## config.mk

```make
export PLATFORM = sky130hd
export DESIGN_NAME = duc_core
export DESIGN_NICKNAME = d
export VERILOG_FILES = /design/src/hw/duc_pkg.sv /design/src/hw/duc_core.sv
export VERILOG_INCLUDE_DIRS = /design/src /design/src/hw
export SDC_FILE = /design/constraint.sdc
export NUM_CORES = 1
export LEC_CHECK = 0
export BUFFER_PORTS_ARGS = -buffer_cell sky130_fd_sc_hd__buf_4
export CAP_MARGIN = 25
export CELL_PAD_IN_SITES_DETAIL_PLACEMENT = 1
export CELL_PAD_IN_SITES_GLOBAL_PLACEMENT = 1
export CORE_MARGIN = 5
export CORE_UTILIZATION = 28
export CTS_CLUSTER_SIZE = 30
export DETAILED_ROUTE_END_ITERATION = 10
export HOLD_SLACK_MARGIN = 0.05
export PLACE_DENSITY_LB_ADDON = 0.1
export SLEW_MARGIN = 10
export SYNTH_ARGS = -nofsm -noshare
export SYNTH_HDL_FRONTEND = slang
export SYNTH_SLANG_ARGS = --single-unit
```

## constraint.sdc

```tcl
create_clock -name clk_i -period 7.15 [get_ports clk_i]
set_input_delay 0.3575 -clock clk_i [delete_from_list [all_inputs] [get_ports clk_i]]
set_output_delay 0.3575 -clock clk_i [all_outputs]
set_load 0.05 [all_outputs]
```

## src/hw/duc_defines.svh

```systemverilog
`ifndef DUC_DEFINES_SVH
`define DUC_DEFINES_SVH

// ----------------------------------------------------------------
// register offsets
// ----------------------------------------------------------------
`define DUC_ADDR_W          7
`define DUC_OFS_SYNC        7'h15
`define DUC_OFS_SWCLAMP     7'h17
`define DUC_OFS_SB_A        7'h18
`define DUC_OFS_SB_B        7'h19
`define DUC_OFS_ALARM       7'h1a
`define DUC_OFS_TRIG        7'h1c
`define DUC_OFS_CODE_FIRST  7'h30
`define DUC_OFS_CODE_LAST   7'h37

// ----------------------------------------------------------------
// field positions
// ----------------------------------------------------------------
`define DUC_NUM_TGT         6
`define DUC_TGT_PAIR_A      0
`define DUC_TGT_PAIR_B      1
`define DUC_TGT_AUX_FIRST   2
`define DUC_DEFER_BIT       7
`define DUC_TRIG_DAC_BIT    0

// ----------------------------------------------------------------
// reset values
// ----------------------------------------------------------------
`define DUC_RST_SYNC        8'h00
`define DUC_RST_SWCLAMP     6'h3f
`define DUC_RST_MASK        8'h00
`define DUC_RST_ALARM       6'h00
`define DUC_RST_CODE        12'h000

// ----------------------------------------------------------------
// timing
// ----------------------------------------------------------------
`define DUC_SYNC_STAGES     2

`endif

```

## src/hw/duc_pkg.sv

```systemverilog
package duc_pkg;

    // decoded access from the serial register front end
    typedef struct packed {
        logic        wr;
        logic        rd;
        logic [6:0]  addr;
        logic [15:0] wdata;
    } duc_req_t;

    // per-channel drive to the analog converter
    typedef struct packed {
        logic        clamp;
        logic        rail;
        logic [11:0] code;
    } duc_chan_t;

endpackage

```

## src/hw/duc_core.sv

```systemverilog
`timescale 1ns/1ns
// Contract
// - eight 12-bit data registers at consecutive addresses 0x30 to 0x37
// - codes are straight binary, no conversion applied to stored values
// - host writes land in the channel buffer register first
// - the sync register picks asynchronous or synchronous transfer per channel
// - asynchronous: a data write also loads the active register at once
// - synchronous: active register loads only on a converter trigger
// - trigger comes from the trigger register bit or the trigger pin
// - reading a data register returns the active code, not the buffer
// - clamping drives the clamp level and leaves buffer and active untouched
// - data writes are accepted while clamped
// - leaving clamp outputs the active code at once in either mode
// - software clamp register: one bit per pair and per aux channel
// - pair A uses clamp level pin A, pair B pin B, aux use ground
// - supply fault puts all bipolar channels in negative rail clamp
// - while a standby pin forces a target, its clamp bit writes are ignored
// - two standby masks select targets clamped by each standby pin
// - standby pins and masks also drive the amplifier enable pin
// - standby pin high clamps masked targets immediately
// - deferred release: clamp holds until pin low then host writes 0
// - without deferred release, pin low releases the clamp at once
// - alarm mask selects targets clamped when the alarm output is active
// - alarm going inactive does not release its clamp
// - after reset every channel is clamped and codes take defaults
// - bipolar channels form pairs 0-1 and 2-3 sharing clamp control
`include "duc_defines.svh"

module duc_core
    import duc_pkg::*;
#(
    parameter int NUM_CH = 8,
    parameter int CODE_W = 12
)(
    // clock and reset
    input  wire logic      clk_i,
    input  wire logic      rst_i,
    // register access
    input  wire duc_req_t  reg_req_i,
    output logic [15:0]    reg_rdata_o,
    output logic           reg_rvalid_o,
    // pins
    input  wire logic      converter_update_pin_i,
    input  wire logic      standby_pin_a_i,
    input  wire logic      standby_pin_b_i,
    input  wire logic      alarm_output_pin_i,
    input  wire logic      supply_fault_i,
    output logic           amp_enable_pin_o,
    // converter drive
    output duc_chan_t      chan_o [NUM_CH]
);

    // the target map and read path are built for exactly eight 12-bit channels
    if (NUM_CH != 8 || CODE_W != 12)
    begin : g_bad_param
        $error("duc_core serves exactly eight 12-bit channels");
    end

    // ----------------------------------------------------------------
    // pin synchronisers
    // ----------------------------------------------------------------
    localparam int NPIN = 5;
    logic [NPIN-1:0] pin_meta;
    logic [NPIN-1:0] pin_sync;
    logic            trig_pin_s;
    logic            sb_a_s;
    logic            sb_b_s;
    logic            alarm_s;
    logic            fault_s;
    logic            trig_pin_d;

    always_ff @(posedge clk_i)
    begin
        if (rst_i)
        begin
            pin_meta <= '0;
            pin_sync <= '0;
        end
        else
        begin
            pin_meta <= {supply_fault_i, alarm_output_pin_i, standby_pin_b_i,
                         standby_pin_a_i, converter_update_pin_i};
            pin_sync <= pin_meta;
        end
    end

    assign trig_pin_s = pin_sync[0];
    assign sb_a_s     = pin_sync[1];
    assign sb_b_s     = pin_sync[2];
    assign alarm_s    = pin_sync[3];
    assign fault_s    = pin_sync[4];

    always_ff @(posedge clk_i)
    begin
        if (rst_i)
            trig_pin_d <= 1'b0;
        else
            trig_pin_d <= trig_pin_s;
    end

    // ----------------------------------------------------------------
    // register decode
    // ----------------------------------------------------------------
    logic [7:0] dac_update_mode_select;
    logic [5:0] software_clamp_control;
    logic [7:0] standby_a_clamp_mask;
    logic [7:0] standby_b_clamp_mask;
    logic [5:0] alarm_clamp_mask;
    logic       wr_sync;
    logic       wr_swclamp;
    logic       wr_trig;
    logic       code_hit;
    logic [2:0] code_idx;
    logic       dac_trigger;

    assign wr_sync    = reg_req_i.wr && reg_req_i.addr == `DUC_OFS_SYNC;
    assign wr_swclamp = reg_req_i.wr && reg_req_i.addr == `DUC_OFS_SWCLAMP;
    assign wr_trig    = reg_req_i.wr && reg_req_i.addr == `DUC_OFS_TRIG;
    assign code_hit   = reg_req_i.addr >= `DUC_OFS_CODE_FIRST
                     && reg_req_i.addr <= `DUC_OFS_CODE_LAST;
    assign code_idx   = reg_req_i.addr[2:0];

    // the trigger bit is a strobe; it is never stored
    assign dac_trigger = (wr_trig && reg_req_i.wdata[`DUC_TRIG_DAC_BIT])
                      || (trig_pin_s && !trig_pin_d);

    always_ff @(posedge clk_i)
    begin
        if (rst_i)
        begin
            dac_update_mode_select <= `DUC_RST_SYNC;
            standby_a_clamp_mask   <= `DUC_RST_MASK;
            standby_b_clamp_mask   <= `DUC_RST_MASK;
            alarm_clamp_mask       <= `DUC_RST_ALARM;
        end
        else if (reg_req_i.wr)
        begin
            case (reg_req_i.addr)
                `DUC_OFS_SYNC:  dac_update_mode_select <= reg_req_i.wdata[7:0];
                `DUC_OFS_SB_A:  standby_a_clamp_mask   <= reg_req_i.wdata[7:0];
                `DUC_OFS_SB_B:  standby_b_clamp_mask   <= reg_req_i.wdata[7:0];
                `DUC_OFS_ALARM: alarm_clamp_mask       <= reg_req_i.wdata[5:0];
                default:        ;
            endcase
        end
    end

    // ----------------------------------------------------------------
    // clamp resolution per target
    // ----------------------------------------------------------------
    logic [5:0] sb_live;
    logic [5:0] sb_hold;
    logic [5:0] alarm_hold;
    logic [5:0] tgt_clamp;
    logic [5:0] sb_a_force;
    logic [5:0] sb_b_force;

    assign sb_a_force = sb_a_s ? standby_a_clamp_mask[5:0] : 6'h00;
    assign sb_b_force = sb_b_s ? standby_b_clamp_mask[5:0] : 6'h00;
    assign sb_live    = sb_a_force | sb_b_force;

    // software bit: writes to a target forced by a live standby pin are dropped
    always_ff @(posedge clk_i)
    begin
        if (rst_i)
            software_clamp_control <= `DUC_RST_SWCLAMP;
        else if (wr_swclamp)
            software_clamp_control <= (reg_req_i.wdata[5:0] & ~sb_live)
                                    | (software_clamp_control & sb_live);
    end

    // deferred-release holds: set wins over the releasing write
    always_ff @(posedge clk_i)
    begin
        if (rst_i)
            sb_hold <= 6'h00;
        else
            sb_hold <= (standby_a_clamp_mask[`DUC_DEFER_BIT] ? sb_a_force : 6'h00)
                     | (standby_b_clamp_mask[`DUC_DEFER_BIT] ? sb_b_force : 6'h00)
                     | (sb_hold & ~(wr_swclamp ? ~reg_req_i.wdata[5:0] & ~sb_live
                                               : 6'h00));
    end

    // alarm holds survive the alarm going away until software releases them
    always_ff @(posedge clk_i)
    begin
        if (rst_i)
            alarm_hold <= 6'h00;
        else
            alarm_hold <= (alarm_s ? alarm_clamp_mask : 6'h00)
                        | (alarm_hold & ~((wr_swclamp && !alarm_s)
                                          ? ~reg_req_i.wdata[5:0] : 6'h00));
    end

    // without deferral, only the live pin term is present, so pin low releases
    assign tgt_clamp = software_clamp_control | sb_live | sb_hold | alarm_hold;

    // amplifier off while any standby pin clamps a selected target
    always_ff @(posedge clk_i)
    begin
        if (rst_i)
            amp_enable_pin_o <= 1'b0;
        else
            amp_enable_pin_o <= !(|sb_live);
    end

    // ----------------------------------------------------------------
    // per channel buffer and active registers
    // ----------------------------------------------------------------
    logic [CODE_W-1:0] active_code [NUM_CH];

    function automatic int tgt_of(input int ch);
        if (ch < 2)
            return `DUC_TGT_PAIR_A;
        else if (ch < 4)
            return `DUC_TGT_PAIR_B;
        else
            return ch - 4 + `DUC_TGT_AUX_FIRST;
    endfunction

    for (genvar g = 0; g < NUM_CH; g++)
    begin : g_ch
        logic [CODE_W-1:0] buffer_code;
        logic              wr_me;

        assign wr_me = reg_req_i.wr && code_hit && code_idx == 3'(g);

        always_ff @(posedge clk_i)
        begin
            if (rst_i)
                buffer_code <= `DUC_RST_CODE;
            else if (wr_me)
                buffer_code <= reg_req_i.wdata[CODE_W-1:0];
        end

        // clamp state never gates these loads, so codes keep moving underneath
        always_ff @(posedge clk_i)
        begin
            if (rst_i)
                active_code[g] <= `DUC_RST_CODE;
            else if (!dac_update_mode_select[g] && wr_me)
                active_code[g] <= reg_req_i.wdata[CODE_W-1:0];
            else if (dac_update_mode_select[g] && dac_trigger)
                active_code[g] <= buffer_code;
        end

        // code is passed straight through; clamp only redirects the analog path
        always_comb
        begin
            chan_o[g].code  = active_code[g];
            chan_o[g].clamp = tgt_clamp[tgt_of(g)] || (g < 4 && fault_s);
            chan_o[g].rail  = (g < 4) && fault_s;
        end
    end

    // ----------------------------------------------------------------
    // read path
    // ----------------------------------------------------------------
    always_ff @(posedge clk_i)
    begin
        if (rst_i)
        begin
            reg_rdata_o  <= 16'h0000;
            reg_rvalid_o <= 1'b0;
        end
        else
        begin
            reg_rvalid_o <= reg_req_i.rd;
            if (reg_req_i.rd)
            begin
                if (code_hit)
                    reg_rdata_o <= {4'h0, active_code[code_idx]};
                else
                begin
                    case (reg_req_i.addr)
                        `DUC_OFS_SYNC:    reg_rdata_o <= {8'h00, dac_update_mode_select};
                        `DUC_OFS_SWCLAMP: reg_rdata_o <= {10'h000, software_clamp_control};
                        `DUC_OFS_SB_A:    reg_rdata_o <= {8'h00, standby_a_clamp_mask};
                        `DUC_OFS_SB_B:    reg_rdata_o <= {8'h00, standby_b_clamp_mask};
                        `DUC_OFS_ALARM:   reg_rdata_o <= {10'h000, alarm_clamp_mask};
                        default:          reg_rdata_o <= 16'h0000;
                    endcase
                end
            end
        end
    end
endmodule

```

==> Yosys cells after proc, flatten, opt, wreduce, memory -nomap -nowiden <==
Memory sizes are Yosys's and may differ from the RTL's.
Index checks and enable logic that the tools add are counted.
{ "word_totals": {"n_memories": 1, "reg_bits": 173, "inputBits": 32, "latchBits": 0, "output_inout_bits": 130, "elab_cells": 204, "romBits": 0, "ram_bits": 96} }
{ "op_classes": {"div": 0, "reduce_logical": 51, "mux": 83, "shifts": 0, "order_cmp": 2, "mul": 0, "n_addsub": 0, "eq_ne": 13, "bitwise": 33} }
{ "memory_table": {"columns": ["memory", "depth", "word_bits", "read_ports", "rd_clocked_by_memory_dff", "write_ports", "line_no", "text"], "rows": [
  ["active_code", 8, 12, 9, 0, 8, "duc_core.sv:210", "logic [CODE_W-1:0] active_code [NUM_CH];"]
]} }
{ "op_table": {"columns": ["op", "n"], "rows": [
  ["12-bit 2-to-1 mux", 17],
  ["1-bit 2-to-1 mux", 58],
  ["6-bit bitwise OR", 8],
  ["7-bit by 5-bit equality test with 1-bit output (second input constant)", 6],
  ["6-bit 2-to-1 mux", 7],
  ["8-bit case mux with 5 select lines", 1],
  ["1-bit logical AND", 31],
  ["6-bit bitwise AND", 5],
  ["6-bit inverter", 4],
  ["1-bit bitwise OR", 16],
  ["3-bit equality test (second input constant)", 4],
  ["1-bit logical NOT", 11],
  ["2-bit AND reduction", 4],
  ["7-bit by 6-bit greater-or-equal comparator with 1-bit output (second input constant)", 1],
  ["7-bit by 6-bit <= comparator with 1-bit output (second input constant)", 1],
  ["3-bit by 2-bit equality test with 1-bit output (second input constant)", 2],
  ["6-bit OR reduction", 1],
  ["3-bit by 1-bit equality test with 1-bit output (second input constant)", 1],
  ["3-bit logical NOT", 1],
  ["1-bit logical OR", 3]
]} }

==> Depth between registers and ports, before layout <==
Gate-level depths: netlist of the first run.
{ "depth": {"word_depth": 10, "mapped_depth": 8, "ltp_nobuf": 4} }

==> Worst setup path before layout of the first run <==
Ideal clock, no wire load.
{ "synth_path": {"path_kind": "input -> register", "start": "input reg_req_i[16] in the netlist's numbering", "end": "memory active_code[6][0], enable pin", "arrival_ns": 2.427, "setup_slack_ns": 4.298, "stages": 4, "path_cell_list": "buf_2 > buf_2 > nand2b_1 > o311ai_0"} }
{ "synth_lines": {"columns": ["element", "line_no", "text"], "rows": [
  ["from (decl)", "duc_core.sv:39", "input wire duc_req_t reg_req_i,"],
  ["to (decl)", "duc_core.sv:210", null]
]} }

==> results summary, run 1 <==
The launch instance of the worst min-delay path is reg_req_i[23]. The mean post-synth cell area is around 11 um^2. Setup slack on the worst reg-to-reg path comes out at 4870 ps.

The antenna diode count came out at 0. Between clock sinks in the finished design, the worst skew comes to 11.6 ps. The number of failing hold endpoints at the final stage is 0. After Yosys synthesis, XOR and XNOR cells account for 0% of the synthesized area. The count of buffers inserted at the top-level ports came out at ~150. The total routing resource utilization after global routing came out at around 19%. The final layout contains routed wiring with a total length of approximately 43 mm. In this run the worst hold path is classified as input pin to register. The first global-routing pass estimated around 63 mm of wire. The H-tree depth reported by CTS came out at 1.

The final standard cell utilization of the core came out at between 30% and 40%. The hold-fix buffer count after cts is 5. Power spread over the standard cell area amounts to approximately 250 nW/um^2. The global route total overflow is 0. STA puts the critical path data required time at about 7400 ps. The number of vias per cell came out at about 5.2. The gate count after technology mapping came out at between 1000 and 1500. The post-route worst hold slack came out at 168 ps. The count of flip-flops with a built-in enable after synthesis came out at 96. The count of nets left with antenna violations after detail routing is 0. The peak supply drop is ~0.19 mV. The number of sinks driven by the clock tree is between 200 and 300. The final HPWL from detailed placement is just under 30 mm. The cell type contributing the most total cell area after synthesis is sky130_fd_sc_hd__dfxtp_1. The number of global-route vias before repair is 9101. sky130_fd_sc_hd__dfxtp_1 is the most common cell in the netlist. The total number of vias is roughly 9000. The latest clock arrival within the worst-skew pair came out at ~570 ps. After synthesis, the netlist uses 60 different library cells. The number of clock buffers inserted by TritonCTS is 31. Entering global routing, the biggest net connects a little under 70 pins. The count of boundary I/O pins is 162. STA classifies the critical path endpoint as a register. The remaining routing DRC violations came out at 0.

The die is ~210 um wide. For this configuration, the core starts out at a cell density of between 20% and 30%. The flow ran to the end, and the final reports show no timing, DRC or antenna violations. The root buffer selected by CTS is sky130_fd_sc_hd__clkbuf_16. The area of the core is 40900 um^2.

The post-route clock period utilization is roughly 40%. The multiplexer fraction of the synthesized cell area is between 10 and 15%. The clock-pin slew of the registers on the worst-case setup and hold paths came out at roughly 60 ps. The reg-to-reg critical path startpoint is pin_sync[0]. The die area came out at approximately 46000 um^2. STA classifies the critical path startpoint as an input pin. Setup repair after global routing left no endpoint under its margin.

The initial antenna violation count came out at 0. The area growth from synthesis to layout is 22.3%. The number of synthesized register bits came out at 265.

Row generation in the floorplan step produced 74 rows. The post-synthesis sequential area ratio came out at 53.9%. Of the post-synthesis cell area, the dominant cell type holds approximately 29%.

The average wire per standard cell is between 20 and 30 um. The die is between 200 and 250 um tall. Sorting the synthesized cells by area gives the leading types as sky130_fd_sc_hd__dfxtp_1, sky130_fd_sc_hd__edfxtp_1, sky130_fd_sc_hd__mux2i_1.

The simple-gate share of the synthesized area is 12.8%. The tightest slew margin relative to the limit is ~25%. After layout, the minimum clock period comes to ~2900 ps. Among all flip-flop cells after synthesis, the most frequent one is sky130_fd_sc_hd__dfxtp_1. The mapped netlist covers 11600 um^2.

For this design the static power due to leakage is about 5.5 nW. The number of placed instances, taps included came out at around 1600. The number of nets in the finished design is around 1200. Counting instances in the post-synthesis netlist gives the leading cell types as sky130_fd_sc_hd__dfxtp_1, sky130_fd_sc_hd__mux2i_1, sky130_fd_sc_hd__nor2_1. The share of post-route cells with drive strength above 1 is 20.8%. The DRC violation total after the first TritonRoute iteration is 492. The maximum clock frequency is between 0.3 and 0.4 GHz. The total setup buffers inserted after CTS is 0. The maximum clock insertion buffer count came out at 3. The Yosys step of the flow raised 0 warnings. Once the clock tree was built, the resizer swapped 0 gates to a different size. Along the worst path, the maximum fanout reaches 17. The number of standard cells in the layout, taps in and fillers out is roughly 1700. The critical path starts at reg_req_i[21]. The total negative setup slack came out at 0 ps.

After synthesis, the largest family of logic cells by area is compound AO/OA/AOI/OAI gates. The share of the synthesized area in compound gates (AO/OA/AOI/OAI) is about 14%. The length of the first detailed-routing pass in iterations is 4. TritonCTS built the clock tree. The adder-cell share of the synthesized area is 0%. Counting flops with an async set or reset pin after synthesis yields a share of 0%.

The max-slew violation total from the final report came out at 0. For the pin with the worst max-slew slack, the measured transition is between 1000 and 1500 ps. The max-capacitance violation count is 0. Data on the critical path arrives at its endpoint at approximately 3200 ps. The final setup violation count came out at 0. The final weighted congestion in routability-driven placement came out at 0.777. The worst setup path category is input pin to register.
-- final timing paths --
check                      endpoint  cells past startpoint
setup / recovery  active_code[4][2]                      6
setup reg to reg  active_code[4][2]                      5
hold / removal       reg_rdata_o[7]                      2
hold reg to reg         pin_sync[4]                      1
-- worst max-delay path, cell delays in order --
cell and delay (ps):
sky130_fd_sc_hd__buf_4 160, sky130_fd_sc_hd__nor4bb_1 940, sky130_fd_sc_hd__a41o_1 720, sky130_fd_sc_hd__nand2_1 280, sky130_fd_sc_hd__o211ai_1 400, sky130_fd_sc_hd__buf_4 290
-- power breakdown --
group | switching (W) | internal, W
combinational | 0.000278 | 0.0000977
sequential | 0.0000357 | 0.00160
clock | 0.000636 | 0.000911
-- routing by layer --
metal,wire (um),GRT usage [%]
met5,0,0
met4,770,3.44
met3,1660,2.53
met2,19800,29.2
met1,21100,27.7
-- metrics by stage --
stage | power (W) | area (um^2) | setup WS (ps)
floorplan | 0.00189 | 11600 | 4300
global placement | 0.00204 | 13100 | 3730
detailed placement | 0.00204 | 13100 | 3730
CTS | 0.00361 | 14200 | 4320
global route | 0.00368 | 14200 | 4160
finish | 0.00356 | 14200 | 4260
-- registers in the layout (all words and copies together), names as in the netlist, named ones only --
signal                  count
active_code                96
g_ch.buffer_code           96
reg_rdata_o                12
dac_update_mode_select      8
standby_a_clamp_mask        8
standby_b_clamp_mask        8
alarm_clamp_mask            6
alarm_hold                  6
sb_hold                     6
pin_meta                    5
pin_sync                    5
amp_enable_pin_o            1
reg_rvalid_o                1
trig_pin_d                  1
-- cell type report --
cell class	count	area [um^2]
fill	4509	26700
sequential	265	6270
multi-input combinational	676	4940
timing repair buffer	173	1330
clock buffer	52	925
tap	532	666
clock inverter	6	63.8
inverter	7	26.3
-- placed cells by master (no fill, tap or decap), drive strengths merged, types with 6 or more instances in the layout --
cell and count:
nand2 71, o211ai 6, nand2b 6, nor3 17, nor2 122, a221oi 12
a22o 102, mux2i 132, clkbuf 53, nor2b 19, a21oi 30, o21ai 19
inv 10, and3 9, dfxtp 169, buf 167, nand3 9, or4bb 9
nor4 13, mux4 13, a22oi 9, edfxtp 96, conb 8
-- cell families after synthesis --
| group | count (synthesis) |
|---|---|
| buffers and inverters | 122 |
| AND/OR/NAND/NOR | 306 |
| other | 1 |
| flip-flops | 265 |
| multiplexers | 148 |
| AO/OA/AOI/OAI | 214 |
No activity file was read; power rests on OpenSTA's default activity.
==> run 2: changes to the inputs <==
==> constraint.sdc (replaced) <==
create_clock -name clk_i -period 2.55 [get_ports clk_i]
set_input_delay 0.1275 -clock clk_i [delete_from_list [all_inputs] [get_ports clk_i]]
set_output_delay 0.1275 -clock clk_i [all_outputs]
set_load 0.05 [all_outputs]
==> results summary, run 2 (synthesis results as in run 1) <==
The flow ran to the end, and the final reports show no timing, DRC or antenna violations. The maximum clock insertion buffer count came out at 3. The final HPWL from detailed placement is about 31 mm. The total power per unit cell area is 691 nW/um^2.

For the worst setup path, the data arrival time is 1970 ps. The repair_antennas step left the layout with diodes totalling 0. The critical path is of the register to primary output type. For the pin with the worst max-slew slack, the measured transition is between 700 and 800 ps.

The largest driver fanout on the critical path is 7. STA classifies the critical path startpoint as a register. The hold-fix buffer count after cts came out at 20. The total area of multi-input combinational cells is roughly 4900 um^2.

In this run the standard cell core region covers 40900 um^2. The largest net degree at the start of global routing came out at slightly above 100. The remaining routing DRC violations came out at 0.

The latest clock arrival within the worst-skew pair came out at ~540 ps. The count of boundary I/O pins came out at between 150 and 200. The global route total overflow came out at 0. The max-capacitance violation count came out at 0.

The number of global-route vias before repair came to between 9000 and 10000. The number of nets in the finished design came out at ~1200. The routed design has about 44 mm of wire. The final setup violation count came out at 0. The max-slew violation total from the final report is 0. The number of placed instances, taps included is 1684. The H-tree depth reported by CTS came out at 2.

In the layout the commonest cells are sky130_fd_sc_hd__buf_4, sky130_fd_sc_hd__dfxtp_1, sky130_fd_sc_hd__mux2i_1. The routed layout has a little over 9000 vias. Of the available clock period, the critical path in the final layout requires 82.3%. The x dimension of the die is 214 um. The count of nets left with antenna violations after detail routing is 0. The worst setup path is captured at a primary output.

The worst-case IR drop observed on VDD is 0.396 mV. The area taken by flip-flops and latches is about 6300 um^2. The count of cells in the finished layout, fillers not included, comes to around 1800. The length of the first detailed-routing pass in iterations came out at 5.

The share of post-route cells with drive strength above 1 came out at between 20% and 30%. In the final timing run, aggregate negative setup slack is 0 ps. In the final layout, the registers with the most flip-flops are active_code (96), g_ch.buffer_code (96), reg_rdata_o (12). The die is roughly 210 um tall. The standard-cell row count came out at 74.

The leakage power total came out at a little under 6 nW. The maximum clock frequency is ~0.48 GHz. Headroom to the max-slew limit came out at between 40% and 50%. The total routing resource utilization after global routing came out at between 10% and 20%. The die area came out at about 46000 um^2.

The commonest non-fill, non-tap cell in the layout is sky130_fd_sc_hd__buf_4. Once the clock tree was built, the resizer swapped 0 gates to a different size. The number of clock buffers inserted by TritonCTS came out at 34.

The number of vias per cell is 5.17. The post-route standard cell area excluding fillers came out at ~15000 um^2. Setup repair after global routing left no endpoint under its margin. The number of failing hold endpoints at the final stage came out at 0. The initial standard-cell utilization of the core is between 20% and 30%.

The cell sitting at the root of the clock tree is a sky130_fd_sc_hd__clkbuf_16. The clock tree from TritonCTS is done. The final weighted congestion in routability-driven placement is 0.784. The count of buffers inserted at the top-level ports came out at 149. For the finished layout, the period the worst path requires is roughly 2100 ps. The required time of the critical path came out at about 2400 ps.

The DRC violation total after the first TritonRoute iteration came out at between 500 and 600. The number of fill cells in the layout came out at approximately 4500. Between clock sinks in the finished design, the worst skew comes to 24.8 ps. The wire length of the first global-routing pass came out at 65.0 mm.

The class of the tightest hold or removal check is input pin to register. In the final routed layout, each cell accounts on average for 25.1 um. The number of sinks driven by the clock tree is about 270. After clock tree synthesis, the clock-pin slew on the worst setup and hold paths is approximately 60 ps. The post-detailed-placement cell area came out at roughly 13000 um^2. The total setup buffers inserted after CTS came out at 0.

The initial antenna violation count is 0. The area growth from synthesis to layout is 26.1%.
-- run 2: cell count changes in the layout (fill, tap and decap cells not counted), moves of 2 or more --
cell | previous run | this run
sky130_fd_sc_hd__dlygate4sd3_1 | 5 | 20
sky130_fd_sc_hd__buf_4 | 164 | 201
sky130_fd_sc_hd__buf_12 | 0 | 2
sky130_fd_sc_hd__clkinv_1 | 0 | 4
sky130_fd_sc_hd__clkbuf_16 | 31 | 34
sky130_fd_sc_hd__clkinv_2 | 1 | 3
sky130_fd_sc_hd__nor3_4 | 2 | 0
sky130_fd_sc_hd__clkbuf_8 | 8 | 4
sky130_fd_sc_hd__inv_4 | 2 | 0
-- run 2: worst paths after layout --
| path | startpoint | cells past startpoint | slack [ps] | endpoint |
|---|---|---|---|---|
| max | pin_sync[1] | 3 | 450 | chan_o[55] |
| min | reg_req_i[18] | 3 | 140 | reg_rdata_o[2] |
| max reg2reg | dac_update_mode_select[5] | 4 | 750 | reg_rdata_o[5] |
| min reg2reg | pin_meta[2] | 1 | 430 | pin_sync[2] |
-- run 2: per-layer routing --
metal | part of all wire [%] | vias to the layer above | global-route usage, % | wire (um)
met4 | 2.0 | 0 | 4.96 | 865
met3 | 3.7 | 49 | 2.55 | 1620
met5 | 0 | - | 0 | 0
met1 | 49 | 4687 | 28.4 | 21700
li1 | - | 4195 | - | -
met2 | 45 | 194 | 29.7 | 20100
-- run 2: worst max-delay path, stage by stage (launching register included) --
cell                      delay (ps)
sky130_fd_sc_hd__dfxtp_1         400
sky130_fd_sc_hd__a22o_1          350
sky130_fd_sc_hd__or4_1           460
sky130_fd_sc_hd__buf_4           220
-- run 2: through the flow --
stage               worst slack (ps)  power (W)  utilization, %  hold slack [ps]
global placement                 442    0.00575            32.8              341
finish                           451     0.0101            35.8              138
global route                     400     0.0105            35.8              134
CTS                              438     0.0103            35.8              105
floorplan                      -32.7    0.00529               -              256
detailed placement               418    0.00575            32.8              347
-- run 2: where the power goes --
group | internal, W | leakage (nW) | switching (W)
Sequential | 0.00448 | 2.28 | 0.000104
Combinational | 0.000307 | 2.98 | 0.000786
Clock | 0.00260 | 0.497 | 0.00186
-- run 2: layout make-up --
class	instances	share of cell area, %
Sequential cell	265	42.8
Multi-Input combinational cell	676	33.5
Timing Repair Buffer	225	12.1
Clock buffer	51	6.52
Tap cell	532	4.54
Clock inverter	10	0.436
Inverter	7	0.179
==> run 3: changes to the inputs <==
==> constraint.sdc (replaced) <==
create_clock -name clk_i -period 1.8 [get_ports clk_i]
set_input_delay 0.09 -clock clk_i [delete_from_list [all_inputs] [get_ports clk_i]]
set_output_delay 0.09 -clock clk_i [all_outputs]
set_load 0.05 [all_outputs]
==> results summary, run 3 (synthesis results as in run 1) <==
The wire length of the first global-routing pass is ~66 mm. At the worst endpoint, the arrival time is around 1800 ps. The startpoint identified for the worst register-to-register timing path is pin_sync[1]. The post-route standard cell area excluding fillers is between 15000 and 20000 um^2. Relative to the synthesized area, the layout overhead comes to 33.3%. The floorplan step defined a die boundary enclosing ~46000 um^2. In this run the vertical extent of the chip is 214 um. The number of global-route vias before repair is 9592. The number of failing hold endpoints at the final stage came to 0. For the worst setup path, the data required time is 1710 ps.

CTS placed an instance of sky130_fd_sc_hd__clkbuf_16 at the clock tree root. The latest clock arrival within the worst-skew pair came out at 580 ps. The slew at the pin with the worst max-slew slack is around 600 ps. In the post-route analysis, the smallest setup slack over all paths is -125 ps. In the layout the commonest cells are sky130_fd_sc_hd__buf_4, sky130_fd_sc_hd__dfxtp_1, sky130_fd_sc_hd__mux2i_1.

The length of the first detailed-routing pass in iterations came out at 6. The peak supply drop came out at roughly 0.73 mV. The final standard cell utilization of the core is 37.9%.

The worst setup path is launched from a register. The number of standard cells in the layout, taps in and fillers out came out at roughly 1800. Setup repair after global routing could not meet its margin everywhere.

The area of the core came out at between 40000 and 50000 um^2. The maximum clock frequency came out at approximately 0.52 GHz. The commonest non-fill, non-tap cell in the layout is sky130_fd_sc_hd__buf_4. The standard-cell row count is 74. STA classifies the critical path endpoint as a primary output. The count of buffers inserted at the top-level ports is 149.

The post-detailed-routing wire length came out at approximately 45 mm. The number of clock buffers inserted by TritonCTS is 31. The largest net degree at the start of global routing is 53. The total power per unit cell area is a little over 900 nW/um^2. Summed over all nets, the half-perimeter wirelength after detailed placement is 32.2 mm.

The post-route clock period utilization came out at 107%. The number of placed instances, taps included came out at ~1700. The max-slew violation total from the final report came out at 0. The run finished, with violations left. The tool flagged a number of max-cap violations equal to 0.

The largest driver fanout on the critical path came out at 7. The worst clock skew is around 12 ps. The initial antenna violation count came out at 0.

The final setup violation count came out at 4. TritonCTS built the clock tree. The antenna diode count came out at 0. The count of nets left with antenna violations after detail routing is 0. The tightest slew margin relative to the limit came out at between 50 and 60%. The global route total overflow is 0. After detailed placement, the total cell area comes to 14100 um^2. The DRC violation total after the first TritonRoute iteration came out at around 530. The remaining routing DRC violations is 0. The shortest period the worst path allows came out at 1920 ps. The initial standard-cell utilization of the core is 28.4%. The number of vias per cell is around 5.1. Detailed routing inserted a total of just over 9000 vias. The post-route worst hold slack is around 110 ps. The total routing resource utilization after global routing is 19.2%. The leakage power total came out at just over 6 nW. The most critical setup path has its startpoint at pin_sync[1]. The number of sinks driven by the clock tree came out at roughly 270. The largest registers in the layout are active_code (96), g_ch.buffer_code (96), reg_rdata_o (12). The final weighted congestion in routability-driven placement is 0.789. The x dimension of the die is between 200 and 250 um. The count of boundary I/O pins is 162.

After clock tree synthesis, the clock-pin slew on the worst setup and hold paths is approximately 60 ps. The launch instance of the worst min-delay path is reg_req_i[0]. The H-tree depth reported by CTS is 1.

The maximum clock insertion buffer count is 3. In the final routed layout, each cell accounts on average for approximately 25 um. The critical path is of the register to primary output type.

The number of nets in the finished design came out at 1298. The tightest min-delay check is of the input pin to register type. The share of post-route cells with drive strength above 1 came out at between 20 and 30%. The checks that failed: setup timing.
==> run 3: critical path: stages, from the launching register on <==
cell and delay, ps:
sky130_fd_sc_hd__dfxtp_4 380, sky130_fd_sc_hd__a22o_4 270, sky130_fd_sc_hd__or4_4 430, sky130_fd_sc_hd__buf_8 170
==> run 3: through the flow <==
step           TNS, ps  total power, W  worst slack [ps]
3_5_place_dp     -3650         0.00826              -101
3_3_place_gp     -1290         0.00826             -81.3
6_report          -460          0.0144              -125
4_1_cts           -657          0.0146              -193
2_1_floorplan    -9770         0.00752              -335
5_1_grt           -713          0.0149              -179
==> run 3: timing repair <==
item | in CTS | in global routing
hold endpoints to repair | 180 | 0
setup buffers | 2 | 2
hold buffers | 25 | 0
pin swaps | 4 | 3
endpoints found under the setup margin | 8 | 8
gates resized for setup | 19 | 5
==> run 3: worst paths after layout <==
| kind | endpoint | slack (ps) | cells after the start |
|---|---|---|---|
| hold reg to reg | pin_sync[1] | 440 | 1 |
| setup reg to reg | amp_enable_pin_o | 80 | 5 |
| hold / removal | standby_b_clamp_mask[0] | 110 | 4 |
| setup / recovery | chan_o[41] | -120 | 3 |
==> run 3: final cells by class <==
type,count,area (um^2)
Multi-Input combinational cell,676,5020
Fill cell,4496,25400
Clock inverter,6,73.8
Timing Repair Buffer,285,2500
Tap cell,532,666
Sequential cell,265,6270
Inverter,7,26.3
Clock buffer,52,935
==> run 3: routing by layer <==
metal | share of wire [%] | track usage, % | vias to the layer above
li1 | - | - | 4323
met1 | 49 | 28.5 | 4725
met2 | 46 | 30.5 | 177
met3 | 3.8 | 2.09 | 36
met4 | 1.6 | 3.66 | 0
met5 | 0 | 0 | -
==> run 3: where the power goes <==
group	internal (W)	total, W	leakage [nW]	switching (W)
registers	0.00635	0.00650	2.28	0.000156
clock network	0.00367	0.00622	0.491	0.00255
logic	0.000518	0.00165	3.42	0.00113
total	0.0105	0.0144	6.20	0.00384
